[config.mk]
export PLATFORM = sky130hd
export DESIGN_NAME = efkp_fuse_bank
export DESIGN_NICKNAME = d
export VERILOG_FILES = /design/src/verilog/efkp_fuse_word.v /design/src/verilog/efkp_fuse_bank.v
export VERILOG_INCLUDE_DIRS = /design/src /design/src/verilog
export SDC_FILE = /design/constraint.sdc
export NUM_CORES = 1
export LEC_CHECK = 0
export ABC_AREA = 1
export BUFFER_PORTS_ARGS = -buffer_cell sky130_fd_sc_hd__buf_2
export CAP_MARGIN = 20
export CELL_PAD_IN_SITES_DETAIL_PLACEMENT = 0
export CELL_PAD_IN_SITES_GLOBAL_PLACEMENT = 2
export CORE_MARGIN = 8
export CORE_UTILIZATION = 31
export DETAILED_ROUTE_END_ITERATION = 7
export PLACE_DENSITY_LB_ADDON = 0.1
export SKIP_LAST_GASP = 1
export SLEW_MARGIN = 5
export SYNTH_ARGS = -nofsm -noshare
export SYNTH_HDL_FRONTEND = slang
export SYNTH_SLANG_ARGS = --single-unit
[constraint.sdc]
create_clock -name clock -period 3.5 [get_ports clock]
set_clock_uncertainty 0.15 [all_clocks]
set_input_delay 0.175 -clock clock [delete_from_list [all_inputs] [get_ports clock]]
set_output_delay 0.175 -clock clock [all_outputs]
set_load 0.1 [all_outputs]
[src/verilog/efkp_regs.vh]
`ifndef EFKP_REGS_VH
`define EFKP_REGS_VH
// ==================================================
// Register word addresses (32-bit words)
`define EFKP_ADDR_W        8
`define EFKP_OFS_KEY       8'h00
`define EFKP_OFS_DIGEST    8'h08
`define EFKP_OFS_USER      8'h14
`define EFKP_OFS_WIDE      8'h15
`define EFKP_OFS_SEC       8'h19
`define EFKP_OFS_CTRL      8'h1A
`define EFKP_OFS_STATUS    8'h1B
`define EFKP_OFS_KEY_CRC   8'h1C
// ==================================================
// Word counts per field
`define EFKP_KEY_WORDS     8
`define EFKP_DIGEST_WORDS  12
`define EFKP_WIDE_WORDS    4
// ==================================================
// Control word bit positions
`define EFKP_CTL_WIDTH     21
`define EFKP_CTL_KEY_CHK   0
`define EFKP_CTL_USER_ACC  1
`define EFKP_CTL_SEC_ACC   2
`define EFKP_CTL_DIG_ACC   6
`define EFKP_CTL_KEY_PRG   7
`define EFKP_CTL_USER_PRG  8
`define EFKP_CTL_SEC_PRG   9
`define EFKP_CTL_DIG_PRG   15
`define EFKP_CTL_WIDE_PRG  16
`define EFKP_CTL_LOCK      20
// ==================================================
// Status bits and reset values
`define EFKP_ST_REFUSED    0
`define EFKP_ST_KEY_OK     1
`define EFKP_SEC_WIDTH     8
`define EFKP_FUSE_RESET    32'h00000000
`endif

[src/verilog/efkp_fuse_word.v]
`timescale 1ns/100ps
// ==================================================
// One 32-bit fuse word: programming only takes bits from 0 to 1; nrst clears the word to 0
module efkp_fuse_word
(
  clock,
  nrst,
  program_en,
  program_data,
  fuse_value
);
  input         clock;
  input         nrst;
  input         program_en;
  input  [31:0] program_data;
  output [31:0] fuse_value;

  reg    [31:0] fuse_value;

  always @(posedge clock or negedge nrst)
  begin
    if (!nrst)
      fuse_value <= 32'h00000000;
    else if (program_en)
      fuse_value <= fuse_value | program_data;
  end
endmodule

[src/verilog/efkp_fuse_bank.v]
// Decided for this implementation: the plain strobed port and the register addresses.
`timescale 1ns/100ps
`include "efkp_regs.vh"
// What this block does
// - User words: each bit set once; zero bits stay programmable later.
// - Holds a 256-bit fused key for bitstream decryption.
// - Holds a 384-bit fused digest for bitstream authentication.
// - Control bit 0 disables key CRC check and key programming.
// - Control bit 1 refuses reading and programming of the 32-bit user word.
// - Control bit 2 refuses reading and programming of the security word.
// - Control bit 6 refuses reading and programming of the digest.
// - Control bit 7 refuses programming of the key.
// - Control bit 8 refuses programming of the 32-bit user word.
// - Control bit 9 refuses programming of the security word.
// - Control bit 15 refuses programming of the digest.
// - Control bit 16 refuses programming of the 128-bit user word.
// - Control bit 20 set blocks programming of other control bits.
module efkp_fuse_bank
(
  clock,
  nrst,
  address,
  write_data,
  write_strobe,
  read_strobe,
  read_data,
  decrypt_key,
  auth_digest,
  key_check_enable,
  security_word
);
  input                       clock;
  input                       nrst;
  input  [`EFKP_ADDR_W-1:0]   address;
  input  [31:0]               write_data;
  input                       write_strobe;
  input                       read_strobe;
  output [31:0]               read_data;
  output [255:0]              decrypt_key;
  output [383:0]              auth_digest;
  output                      key_check_enable;
  output [`EFKP_SEC_WIDTH-1:0] security_word;

  reg    [31:0]               read_data;
  reg    [`EFKP_CTL_WIDTH-1:0] fuse_protect_control;
  reg    [`EFKP_SEC_WIDTH-1:0] security_word_fuses;
  reg                         refused;
  reg    [31:0]               next_read;
  reg                         next_refused;

  wire   [31:0]               key_word    [0:`EFKP_KEY_WORDS-1];
  wire   [31:0]               digest_word [0:`EFKP_DIGEST_WORDS-1];
  wire   [31:0]               wide_word   [0:`EFKP_WIDE_WORDS-1];
  wire   [31:0]               user_word_fuses;
  wire   [127:0]              user_wide_fuses;
  reg    [1:0]                crc_state;
  reg    [1:0]                next_crc_state;
  reg    [2:0]                crc_idx;
  reg    [2:0]                next_crc_idx;
  reg    [31:0]               crc_acc;
  reg    [31:0]               next_crc_acc;
  reg    [31:0]               key_crc;
  reg    [31:0]               next_key_crc;

  // ==================================================
  // Protection decode
  wire key_check_program_block     = fuse_protect_control[`EFKP_CTL_KEY_CHK];
  wire user_word_access_block      = fuse_protect_control[`EFKP_CTL_USER_ACC];
  wire security_word_access_block  = fuse_protect_control[`EFKP_CTL_SEC_ACC];
  wire digest_access_block         = fuse_protect_control[`EFKP_CTL_DIG_ACC];
  wire key_program_block           = fuse_protect_control[`EFKP_CTL_KEY_PRG];
  wire user_word_program_block     = fuse_protect_control[`EFKP_CTL_USER_PRG];
  wire security_word_program_block = fuse_protect_control[`EFKP_CTL_SEC_PRG];
  wire digest_program_block        = fuse_protect_control[`EFKP_CTL_DIG_PRG];
  wire wide_user_program_block     = fuse_protect_control[`EFKP_CTL_WIDE_PRG];
  wire control_word_lock           = fuse_protect_control[`EFKP_CTL_LOCK];

  wire key_wr_ok  = !key_check_program_block
                    && !key_program_block;
  wire user_wr_ok = !user_word_access_block
                    && !user_word_program_block;
  wire sec_wr_ok  = !security_word_access_block
                    && !security_word_program_block;
  wire dig_wr_ok  = !digest_access_block
                    && !digest_program_block;
  wire wide_wr_ok = !wide_user_program_block;

  // ==================================================
  // Address decode
  wire in_key  = (address < `EFKP_OFS_KEY + `EFKP_KEY_WORDS);
  wire in_dig  = (address >= `EFKP_OFS_DIGEST) &&
                 (address < `EFKP_OFS_DIGEST + `EFKP_DIGEST_WORDS);
  wire in_wide = (address >= `EFKP_OFS_WIDE) &&
                 (address < `EFKP_OFS_WIDE + `EFKP_WIDE_WORDS);
  wire [`EFKP_ADDR_W-1:0] key_idx  = address - `EFKP_OFS_KEY;
  wire [`EFKP_ADDR_W-1:0] dig_idx  = address - `EFKP_OFS_DIGEST;
  wire [`EFKP_ADDR_W-1:0] wide_idx = address - `EFKP_OFS_WIDE;

  wire user_hit = address == `EFKP_OFS_USER;
  wire sec_hit  = address == `EFKP_OFS_SEC;
  wire ctl_hit  = address == `EFKP_OFS_CTRL;

  wire wr_refuse = write_strobe &&
                   ((in_key && !key_wr_ok) || (in_dig && !dig_wr_ok) ||
                    (user_hit && !user_wr_ok) || (sec_hit && !sec_wr_ok) ||
                    (in_wide && !wide_wr_ok));

  // ==================================================
  // Fuse storage
  genvar gi;
  generate
    for (gi = 0; gi < `EFKP_KEY_WORDS; gi = gi + 1)
    begin : g_key
      efkp_fuse_word u_word
      (
        .clock        (clock),
        .nrst         (nrst),
        .program_en   (write_strobe && in_key && key_idx == gi
                       && key_wr_ok),
        .program_data (write_data),
        .fuse_value   (key_word[gi])
      );
      assign decrypt_key[gi*32 +: 32] = key_word[gi];
    end
    for (gi = 0; gi < `EFKP_DIGEST_WORDS; gi = gi + 1)
    begin : g_dig
      efkp_fuse_word u_word
      (
        .clock        (clock),
        .nrst         (nrst),
        .program_en   (write_strobe && in_dig && dig_idx == gi
                       && dig_wr_ok),
        .program_data (write_data),
        .fuse_value   (digest_word[gi])
      );
      assign auth_digest[gi*32 +: 32] = digest_word[gi];
    end
    for (gi = 0; gi < `EFKP_WIDE_WORDS; gi = gi + 1)
    begin : g_wide
      efkp_fuse_word u_word
      (
        .clock        (clock),
        .nrst         (nrst),
        .program_en   (write_strobe && in_wide && wide_idx == gi
                       && wide_wr_ok),
        .program_data (write_data),
        .fuse_value   (wide_word[gi])
      );
      assign user_wide_fuses[gi*32 +: 32] = wide_word[gi];
    end
  endgenerate

  efkp_fuse_word u_user
  (
    .clock        (clock),
    .nrst         (nrst),
    .program_en   (write_strobe && user_hit && user_wr_ok),
    .program_data (write_data),
    .fuse_value   (user_word_fuses)
  );

  // ==================================================
  // Control and security words
  always @(posedge clock or negedge nrst)
  begin
    if (!nrst)
    begin
      fuse_protect_control <= {`EFKP_CTL_WIDTH{1'b0}};
      security_word_fuses  <= {`EFKP_SEC_WIDTH{1'b0}};
    end
    else if (write_strobe)
    begin
      if (ctl_hit)
      begin
        // Lock bit itself stays settable; others frozen once locked
        if (control_word_lock)
          fuse_protect_control[`EFKP_CTL_LOCK] <= 1'b1;
        else
          fuse_protect_control <= fuse_protect_control
                                  | write_data[`EFKP_CTL_WIDTH-1:0];
      end
      if (sec_hit && sec_wr_ok)
        security_word_fuses <= security_word_fuses
                               | write_data[`EFKP_SEC_WIDTH-1:0];
    end
  end

  // ==================================================
  // Key integrity: CRC over the key words, one word per clock
  // The walk restarts on each accepted key write, so the value
  // matches the fuses whenever the engine is back at idle
  localparam [1:0]  CRC_IDLE = 2'b00;
  localparam [1:0]  CRC_RUN  = 2'b01;
  localparam [1:0]  CRC_DONE = 2'b10;
  // Generator is a plain default; any 32-bit polynomial would serve
  localparam [31:0] CRC_POLY = 32'h04C11DB7;

  wire key_write = write_strobe && in_key && key_wr_ok;
  wire crc_idle  = crc_state == CRC_IDLE;

  // One word through the CRC, most significant bit first
  function [31:0] crc_word;
    input [31:0] crc_in;
    input [31:0] data;
    integer      b;
    reg   [31:0] c;
    begin
      c = crc_in;
      for (b = 31; b >= 0; b = b - 1)
      begin
        if (c[31] ^ data[b])
          c = {c[30:0], 1'b0} ^ CRC_POLY;
        else
          c = {c[30:0], 1'b0};
      end
      crc_word = c;
    end
  endfunction

  always @*
  begin
    next_crc_state = crc_state;
    next_crc_idx   = crc_idx;
    next_crc_acc   = crc_acc;
    next_key_crc   = key_crc;
    case (crc_state)
      CRC_IDLE:
      begin
        next_crc_idx = 3'd0;
      end
      CRC_RUN:
      begin
        next_crc_acc = crc_word(crc_acc, key_word[crc_idx]);
        next_crc_idx = crc_idx + 3'd1;
        if (crc_idx == `EFKP_KEY_WORDS - 1)
          next_crc_state = CRC_DONE;
      end
      CRC_DONE:
      begin
        next_key_crc   = crc_acc;
        next_crc_state = CRC_IDLE;
      end
      default:
      begin
        next_crc_state = CRC_IDLE;
      end
    endcase
    // A key write in mid-walk starts over so no stale word is folded in
    if (key_write)
    begin
      next_crc_state = CRC_RUN;
      next_crc_idx   = 3'd0;
      next_crc_acc   = 32'h00000000;
    end
  end

  always @(posedge clock or negedge nrst)
  begin
    if (!nrst)
    begin
      crc_state <= CRC_RUN;
      crc_idx   <= 3'd0;
      crc_acc   <= 32'h00000000;
      key_crc   <= 32'h00000000;
    end
    else
    begin
      crc_state <= next_crc_state;
      crc_idx   <= next_crc_idx;
      crc_acc   <= next_crc_acc;
      key_crc   <= next_key_crc;
    end
  end

  assign key_check_enable = !key_check_program_block;
  assign security_word    = security_word_fuses;

  // ==================================================
  // Read path and sticky refusal flag
  always @*
  begin
    next_read    = 32'h00000000;
    next_refused = refused;
    if (read_strobe)
    begin
      if (in_key)
        next_refused = 1'b1;
      else if (in_dig)
      begin
        if (digest_access_block)
          next_refused = 1'b1;
        else
          next_read = digest_word[dig_idx[3:0]];
      end
      else if (user_hit)
      begin
        if (user_word_access_block)
          next_refused = 1'b1;
        else
          next_read = user_word_fuses;
      end
      else if (in_wide)
        next_read = wide_word[wide_idx[1:0]];
      else if (sec_hit)
      begin
        if (security_word_access_block)
          next_refused = 1'b1;
        else
          next_read = {{(32-`EFKP_SEC_WIDTH){1'b0}}, security_word_fuses};
      end
      else if (ctl_hit)
        next_read = {{(32-`EFKP_CTL_WIDTH){1'b0}}, fuse_protect_control};
      else if (address == `EFKP_OFS_STATUS)
      begin
        next_read = {30'h00000000,
                     key_check_enable && crc_idle
                     && key_crc != 32'h00000000,
                     refused};
        next_refused = 1'b0;
      end
      else if (address == `EFKP_OFS_KEY_CRC)
      begin
        if (key_check_program_block)
          next_read = 32'h00000000;
        else
          next_read = key_crc;
      end
    end
    if (wr_refuse || (write_strobe && ctl_hit && control_word_lock))
      next_refused = 1'b1;
  end

  always @(posedge clock or negedge nrst)
  begin
    if (!nrst)
    begin
      read_data <= 32'h00000000;
      refused   <= 1'b0;
    end
    else
    begin
      read_data <= next_read;
      refused   <= next_refused;
    end
  end
endmodule

# After elaboration in Yosys (flattened, before gate mapping)
# Cells that the tools add are included.
# totals
in_bits	44
ff_bits	931
output_inout_bits	681
word_cells	384
# op_classes
eq_ne	36
order_cmp	8
n_reduce_logical	103
n_mux	105
addsub	3
bitwise	95
# ops
op	count
$mux W32	51
$mux W27	32
$or A32 B32 Y32	25
$not A14 Y14	32
$bmux W32 S4	1
$bmux W32 S3	1
$logic_and A1 B1 Y1	71
$bmux W32 S2	1
$eq A8 B3 Y1 const B	8
$eq A8 B2 Y1 const B	6
$eq A8 B5 Y1 const B	5
$eq A8 B4 Y1 const B	4
$reduce_bool A32 Y1	1
$xor A1 B1 Y1	32
$eq A8 B1 Y1 const B	3
$logic_not A8 Y1	3
$or A21 B21 Y21	1
$lt A8 B5 Y1 const B	2
$logic_not A1 Y1	13
$mux W1	13
$ne A6 B5 Y1 const B	2
$ge A8 B4 Y1 const B	1
$ge A8 B5 Y1 const B	1
$lt A8 B4 Y1 const B	1
other kinds (32)	40

# Longest topological paths before layout
# Gate-level depths: netlist (run 1).
# depth
ltp_word	101
mapped_depth	36
ltp_nobuf	35

# By module
# From an unflattened synthesis (run 1), not the netlist that was laid out.
# hier_totals
hier_cells	6337
hier_area_um2	47845.9
# modules_own_cells
mod	area_per_inst_um2	seq_area_each_um2	cells_per_inst	instances
efkp_fuse_word	1194.9	800.8	131	25
efkp_fuse_bank	17973.5	3279.4	3062	1

# Least setup slack after synthesis (run 1)
# No wires, ideal clock.
# synth_timing
path_type	reg2reg
start	register g_key[3].u_word.fuse_value[30]
end	register crc_acc[12]
arrival_ns	3.485
n_path_buf	1
path_stages_with_launch	33
required_ns	3.233
setup_slack_ns	-0.252
setup_time_ns	0.117
period_less_slack_ns	3.752
cell_sequence	dfrtp_1 -> nand2_1 -> nand3_1 -> nand3_1 -> nand2_1 -> nand2_1 -> nand2_2 -> nand3_1 -> nand2_4 -> nand2_1 -> nand2_1 -> nand2_1 -> nand2_1 -> inv_1 -> nand2_2 -> nand2_4 -> nand2_1 -> nand2_1 -> nand2_2 -> inv_2 -> nor2_2 -> nand2_1 -> nand2_4 -> inv_2 -> nand2_2 -> nand2_2 -> buf_6 -> inv_2 -> nand3_1 -> nand2_2 -> nand2_1 -> nand3_1 -> nand2_1
# synth_via
elab_chain_len	75
elab_cells_between_ends	113
cone_classes	mux (66); bitwise (47)
# synth_lines
element	line	source
start, declared	efkp_fuse_word.v:18	reg [31:0] fuse_value;
start signal, assigned	efkp_fuse_word.v:25	fuse_value <= fuse_value | program_data;
$bmux W32 S3 *	efkp_fuse_bank.v:233	next_crc_acc = crc_word(crc_acc, key_word[crc_idx]);
$mux W32 (not written as such) * (2 in a row)	efkp_fuse_bank.v:233	
$xor A1 B1 Y1 *	efkp_fuse_bank.v:211	if (c[31] ^ data[b])
$mux W27 *	efkp_fuse_bank.v:211	
$mux W32 *	efkp_fuse_bank.v:226	case (crc_state)
$not A14 Y14 (no line)	n/a	
$mux W27	efkp_fuse_bank.v:211	
$mux W32 *	efkp_fuse_bank.v:226	
[58 not listed]	n/a	
$mux W32 *	efkp_fuse_bank.v:226	
$not A14 Y14 (no line)	n/a	
$mux W27	efkp_fuse_bank.v:211	
$mux W32 *	efkp_fuse_bank.v:226	
$not A14 Y14 (no line)	n/a	
$mux W27 *	efkp_fuse_bank.v:211	
$mux W32 *	efkp_fuse_bank.v:226	
$mux W32 *	efkp_fuse_bank.v:249	if (key_write)
end signal, assigned	efkp_fuse_bank.v:270	crc_acc <= next_crc_acc;
end, declared	efkp_fuse_bank.v:60	reg [31:0] crc_acc;
# Every way passes the cells marked *; elsewhere a longest branch is shown, timed or not. The select of a mux whose other input is x is not followed.
# A chain may end at the register's enable or synchronous reset.

# Worst setup path in the final report (run 1)
# layout_timing
start	register crc_idx[0]
end	register crc_acc[30]
# layout_via
elab_chain_len	77
elab_cells_between_ends	106
cone_classes	mux (64); bitwise (42)
# layout_lines
element	line	source
start, declared	efkp_fuse_bank.v:58	reg [2:0] crc_idx;
start signal, assigned	efkp_fuse_bank.v:269	crc_idx <= next_crc_idx;
$not A3 Y4 (not written as such) *	efkp_fuse_bank.v:233	
$bmux W32 S3 *	efkp_fuse_bank.v:233	
$mux W32 (not written as such) * (2 in a row)	efkp_fuse_bank.v:233	
$xor A1 B1 Y1	efkp_fuse_bank.v:211	
$mux W27	efkp_fuse_bank.v:211	
$mux W32	efkp_fuse_bank.v:226	
$not A14 Y14 (no line)	n/a	
$mux W27	efkp_fuse_bank.v:211	
[56 not listed]	n/a	
$mux W27	efkp_fuse_bank.v:211	
$mux W32	efkp_fuse_bank.v:226	
$mux W27	efkp_fuse_bank.v:211	
$mux W32	efkp_fuse_bank.v:226	
$not A14 Y14 (no line)	n/a	
$mux W27 *	efkp_fuse_bank.v:211	
$mux W32 * (5 in a row)	efkp_fuse_bank.v:226	
$mux W32 *	efkp_fuse_bank.v:249	
# Marks and branches as above.

==> impl_metrics.ini, run 1 <==
[clock_network]
clkTransAtPathRegs_ns = 0.07
clk_latency_ns = 0.74
htreeDepth = 3
clk_path_buf_depth = 3
root_buffer = clkbuf_16
cts_sinks = 931
cts_tree = yes
cts_inserted_buffers = 109

[run_status]
status = complete, but fails checks
violations = negative setup slack

[pwr]
max-vdd-ir-drop_mv = 0.3809
intPower_mw = 17.85
combPwrFrac_pct = 5.6
leakagePower_nw = 30.66
p_seq_share_pct = 45.3
p_clk_share_pct = 49.1
p_per_area_nw_per_um2 = 385.4
p_sw_mw = 5.948
switching_share_pct = 24.99

[synth]
ys_ff_latch = 931
yosysWarningCount = 0
synth_compound_area_share_pct = 23.87
synth_nets = 5038
synth_fa_ha_area_share_pct = 0.2831
yosys.area_share.simple_pct = 12.79
yosysTopAreaCell = dfrtp_1
synth_area_sq_um = 44200
synth_top_family_by_area = compound AO/OA/AOI/OAI gates
synth_cells = 4984
synth_top_cells_by_area = dfrtp_1 53%, o21ai_0 8.5%, o21bai_1 7.7%
synth_seq_area_share_pct = 52.71
synth.avg_cell_area_sq_um = 8.869
synth_cell_types = 55
yosys-mux-area-fraction_pct = 0.02548
yosys.area_share.xor_xnor_pct = 2.440
synth_top_area_share_pct = 52.65

[final_layout]
fillCellCount = 14339
final_util_pct = 43.62
nNetsFinal = 6217
area_delta_synth_final_pct = 39.73
drive_gt1_share_pct = 35.35

[routing]
vias = 41985
ant_nets = 0
initialDrtViolationCount = 3025
finalWirelength_mm = 222.3
dr.pass1.iters = 5
viasPerCell = 5.155
wire_per_inst_microns = 27.30
drc = 0

[floorplanning]
fp-row-count = 138
die_h_microns = 393.6
core_region_area_sq_um = 141600
die_area_sq_um = 154900
die_w_microns = 393.6
initial_core_util_pct = 31.22
ios = 725

[placed_design]
place.gp.congestion = 0.8872
hpwl_mm = 159.7
io_buffers = 724
post-place-ws_ns = -0.8450

[timing]
finalSetupViolations = 32
fin_hold_ws_ns = 0.02516
tightest_slew_ns = 1.163
rsz0062_at_grt = yes
hold_violations = 0
max_freq_mhz = 244.7
slew_headroom_pct = 22.44
period_needed_ns = 4.086
worst_slack_ns = -0.5862
maxSlewViolCount = 0
post-route-period-util_pct = 116.7

[global_routing]
global_route.overflow_total = 0
grt_max_degree = 154
antenna_found_initial = 13
grt_pass1_wl_mm = 317.6
grtUsageTotal_pct = 27.53
grt_pass1_vias = 42246

[critical_path]
critPathMaxFanout = 8
reg2regPathDepth = 24
start_kind = flip-flop
ff2ff_setup_slack_ns = -0.59
rr_startpoint = crc_idx[0]
crit_arrival_ns = 4.50
cp.required_ns = 3.92
worst-setup-path-type = flip-flop to flip-flop
end_kind = flip-flop
reg2reg_to = crc_acc[30]

[hold_path]
hold_path_class = input port to async pin

[run]
max_cap_violations = 0
-- critical path, cell delays in order, from the launching register on --
cell	delay, ns
dfrtp_4	0.56
buf_12	0.18
buf_12	0.14
nand2_2	0.09
nand3_4	0.08
nand3_4	0.11
nand2_2	0.06
nand2_2	0.10
nand2_4	0.09
inv_4	0.09
nand2_8	0.08
nand2_8	0.11
nand2_4	0.07
nand3_4	0.11
buf_6	0.11
nand3_2	0.11
nand2_2	0.17
buf_4	0.17
xor2_1	0.21
xor2_1	0.27
xor2_2	0.33
xnor2_4	0.10
o21ai_2	0.20
buf_4	0.14
o22ai_1	0.05
-- how the worst max path moves through the flow --
| stage | start | depth (start not counted) | endpoint | slack (ns) |
|---|---|---|---|---|
| CTS | crc_idx[0] | 26 | crc_acc[30] | -0.51 |
| global route | crc_idx[0] | 29 | crc_acc[13] | -0.76 |
| detailed placement | crc_idx[0] | 25 | crc_acc[20] | -0.84 |
| global placement | crc_idx[0] | 28 | crc_acc[8] | -0.86 |
| finish | crc_idx[0] | 24 | crc_acc[30] | -0.59 |
| floorplan | g_key[4].u_word.fuse_value[18] | 28 | crc_acc[12] | -0.01 |
-- cell type report --
| class | instances | area, sq um | share of cell area, % |
|---|---|---|---|
| Inverter | 560 | 2181 | 3.531 |
| Multi-Input combinational cell | 3173 | 20260 | 32.80 |
| Clock buffer | 161 | 3174 | 5.139 |
| Sequential cell | 931 | 23420 | 37.91 |
| Clock inverter | 36 | 451.7 | 0.7313 |
| Antenna cell | 5 | 12.51 | 0.02026 |
| Timing Repair Buffer | 1388 | 9905 | 16.04 |
| Tap cell | 1890 | 2365 | 3.829 |
-- cell usage after synthesis (all sizes together) --
library cell and number:
a21oi 388, clkinv 9, o221ai 1, o2111ai 2, o21bai 453, o21a 4, nand2 869, buf 68
nor2 93, xor2 91, nand4 9, o22ai 11, nor3 5, a221o 1, or2 6, a31oi 44
o31ai 1, xnor2 21, a311oi 11, a211oi 16, nand3 254, a2111oi 25, and2 1, a22oi 19
o21ai 756, nand3b 16, clkbuf 252, o211ai 40, ha 10, mux2 1, dfstp 1, a221oi 12
nor4 10, a21o 1, a31o 2, inv 551, dfrtp 930
-- power groups by stage --
stage | registers (mW) | clock network (mW) | logic [mW]
floorplan | 11.1 | 0 | 0.471
global placement | 11.0 | 0 | 1.28
detailed placement | 11.0 | 0 | 1.30
CTS | 10.8 | 12.0 | 1.33
global route | 10.8 | 12.4 | 1.43
finish | 10.8 | 11.7 | 1.32
-- logic make-up after synthesis --
group	count (synthesis)
AO/OA/AOI/OAI	1787
AND/OR/NAND/NOR	1263
flip-flops	931
buffers and inverters	880
XOR/XNOR	112
adder cells (fa/ha/maj)	10
multiplexers	1
-- state kept, by name (all words and copies together), names as in the netlist --
signal and cells:
g_dig.u_word.fuse_value 384, g_key.u_word.fuse_value 256, g_wide.u_word.fuse_value 128, crc_acc 32, key_crc 32, read_data 32, u_user.fuse_value 32, fuse_protect_control 21
security_word 8, crc_idx 3, crc_state 2, refused 1
-- per-layer routing --
layer / track usage (%) / vias up / wire [microns]
met3: 4.005 / 368 / 10410
met2: 46.46 / 1314 / 107200
met4: 9.852 / 6 / 9678
met5: 0 / - / 47
met1: 35.98 / 21213 / 95000
li1: - / 19084 / -
-- repair_timing --
action,CTS,global route
resized for setup,399,314
cloned,6,1
endpoints found under the setup margin,32,32
pin swaps,73,144
setup buffers,50,36
hold buffers,25,3
hold endpoints to repair,1199,51
-- cell usage in the layout (no fill, tap or decap), drive strengths merged, types with 25 or more instances in the layout --
cell / Yosys / final
buf: 68 / 1358
dfrtp: 930 / 930
nand2: 869 / 869
o21ai: 756 / 756
inv: 551 / 551
o21bai: 453 / 453
a21oi: 388 / 388
nand3: 254 / 254
clkbuf: 252 / 161
nor2: 93 / 93
xor2: 91 / 91
a31oi: 44 / 44
o211ai: 40 / 40
clkinv: 9 / 36
dlygate4sd3: 0 / 27
a2111oi: 25 / 25
-- per-stage QoR --
stage               power [mW]  cells  cell area [sq um]  setup TNS, ns
CTS                      24.08   8099              59970         -14.36
detailed placement       12.27   7824              53850         -23.43
floorplan                11.52   4984              44310       -0.01142
global placement         12.26   7820              53740         -23.81
global route             24.58   8141              61760         -21.97
finish                   23.80   8144              61760         -15.86
Note: power is estimated with default switching activity, not from simulation.
==> run 2: changes to the inputs <==
- CORE_UTILIZATION: 31 -> 37
- TNS_END_PERCENT: default -> 1
- clock period: 3.5 -> 5.2 ns (I/O delays scaled with it)
==> run 2 against run 1 <==
The run ends with negative hold slack left. Fmax shrank 15%. Power shrank 32%. Clock power shrank 30%. Routed wire length shrank 7.7%. Global-route usage grew 2.8 points. Count of clock-buffer cells in the layout shrank 11. Critical path depth grew 6. Sequential power shrank 33%. Core utilization grew 1.6 points. Critical path type unchanged.
==> impl_metrics.ini, run 2 (synthesis gave the netlist of run 1 again) <==
[timing]
maxSlewViolCount = 0
finalSetupViolations = 0
slew_headroom_pct = 22.15
tightest_slew_ns = 1.166
period_needed_ns = 4.801
rsz0062_at_grt = no
hold_violations = 2
fin_hold_ws_ns = -0.006387
max_freq_mhz = 208.3
post-route-period-util_pct = 92.32
setup_tns_ns = 0

[global_routing]
grt_pass1_wl_mm = 294.1
gr-usage-met1_pct = 39.54
grt_max_degree = 148
antenna_found_initial = 9
grtUsageMet2_pct = 50.55
grt_busiest_layer = met2
grtUsageTotal_pct = 30.37
global_route.overflow_total = 0
grt_pass1_vias = 39653
gr-usage-met3_pct = 4.943

[clock_network]
clk_latency_ns = 0.71
cts_setup_buffers = 0
cts_inserted_buffers = 107
clk_path_buf_depth = 3
root_buffer = clkbuf_16
clkTransAtPathRegs_ns = 0.06
cts_sinks = 931
htreeDepth = 3
cts_tree = yes

[final_layout]
reg_top3 = g_dig.u_word.fuse_value (384), g_key.u_word.fuse_value (256), g_wide.u_word.fuse_value (128)
regMostFlops = g_dig.u_word.fuse_value
nNetsFinal = 5709
final_cells = 7302
largest_reg_flops = 384
layout_common_cells = 927 x dfrtp_1, 756 x nand2_1, 749 x o21ai_0, 721 x buf_2, 519 x inv_1
drive_gt1_share_pct = 21.47
final_util_pct = 45.20
area_delta_synth_final_pct = 21.86
final_common_cell = dfrtp_1

[placed_design]
place_inst = 7065
io_buffers = 724
hpwl_mm = 146.3
place.gp.congestion = 0.8914

[routing]
vias = 40000
dr.pass1.iters = 6
ant_nets = 0
drc = 0
initialDrtViolationCount = 3463
wire_per_inst_microns = 28.10
finalWirelength_mm = 205.2
viasPerCell = 5.478

[floorplanning]
initial_core_util_pct = 37.09
die_h_microns = 361.6
core_region_area_sq_um = 119200
ios = 725
die_area_sq_um = 130800
die_w_microns = 361.6
fp-row-count = 127

[pwr]
max-vdd-ir-drop_mv = 0.2429
switching_share_pct = 24.32
leakagePower_nw = 27.37
combPwrFrac_pct = 5.1
p_per_area_nw_per_um2 = 302.3
p_seq_share_pct = 44.6
p_sw_mw = 3.960
intPower_mw = 12.32
p_clk_share_pct = 50.3

[run_status]
violations = negative hold slack
status = complete, but fails checks

[critical_path]
critPathMaxStageDelay_ns = 0.61
worst-setup-path-type = flip-flop to flip-flop
end_kind = flip-flop
cp_num_buf_inv = 5
crit_top_cell = nand2_1
critPathMaxFanout = 28
crit_start = crc_idx[0]
crit_family = simple AND/OR/NAND/NOR gates
start_kind = flip-flop
reg2regPathDepth = 30
critPathSlowestCell = dfrtp_4
cp.depth = 30
cp.required_ns = 5.58
rr_startpoint = crc_idx[0]
crit_arrival_ns = 5.18

[hold_path]
hold_path_class = input port to async pin

[run]
max_cap_violations = 0
==> run 2: per-layer routing <==
metal / up-vias / wire length, microns
li1: 18087 / -
met1: 20188 / 86000
met2: 1374 / 97770
met3: 349 / 12050
met4: 2 / 9346
met5: - / 13
==> run 2: what timing repair did <==
item,in CTS,in global routing
hold buffers,22,3
endpoints found under the hold margin,415,10
gates resized for setup,0,9
setup endpoints to repair,0,16
==> run 2: power groups by stage <==
stage / combinational (mW) / clock (mW) / sequential, mW
6_report: 0.831 / 8.20 / 7.26
3_5_place_dp: 0.813 / 0 / 7.39
5_1_grt: 0.905 / 8.62 / 7.25
3_3_place_gp: 0.810 / 0 / 7.39
4_1_cts: 0.829 / 8.31 / 7.26
2_1_floorplan: 0.317 / 0 / 7.44
==> run 2: final cells by class <==
cell class              instances  area (sq um)
inverters                     560          2110
clock inverters                48         703.2
repair buffers                882          5156
well taps                    1548          1937
fillers                     11941         65310
multi-input cells            3173         17530
flip-flops and latches        931         23300
clock buffers                 150          3100
diodes                         10         25.02
==> run 2: worst paths after layout <==
path,endpoint,slack [ns]
max,crc_acc[24],0.40
min,g_key[3].u_word.fuse_value[20],-0.006
max reg2reg,crc_acc[24],0.40
min reg2reg,g_wide[1].u_word.fuse_value[9],0.31
min in group clock,g_dig[8].u_word.fuse_value[0],0.06
max in group asynchronous,g_dig[8].u_word.fuse_value[0],3.43
==> run 2: per-stage QoR <==
stage	total power, mW	area, sq um	setup WS (ns)
finish	16.28	53860	0.3993
global route	16.78	53840	0.009698
CTS	16.40	53660	0.1663
detailed placement	8.202	49640	0.2441
global placement	8.199	49580	0.1758
floorplan	7.755	44200	1.448
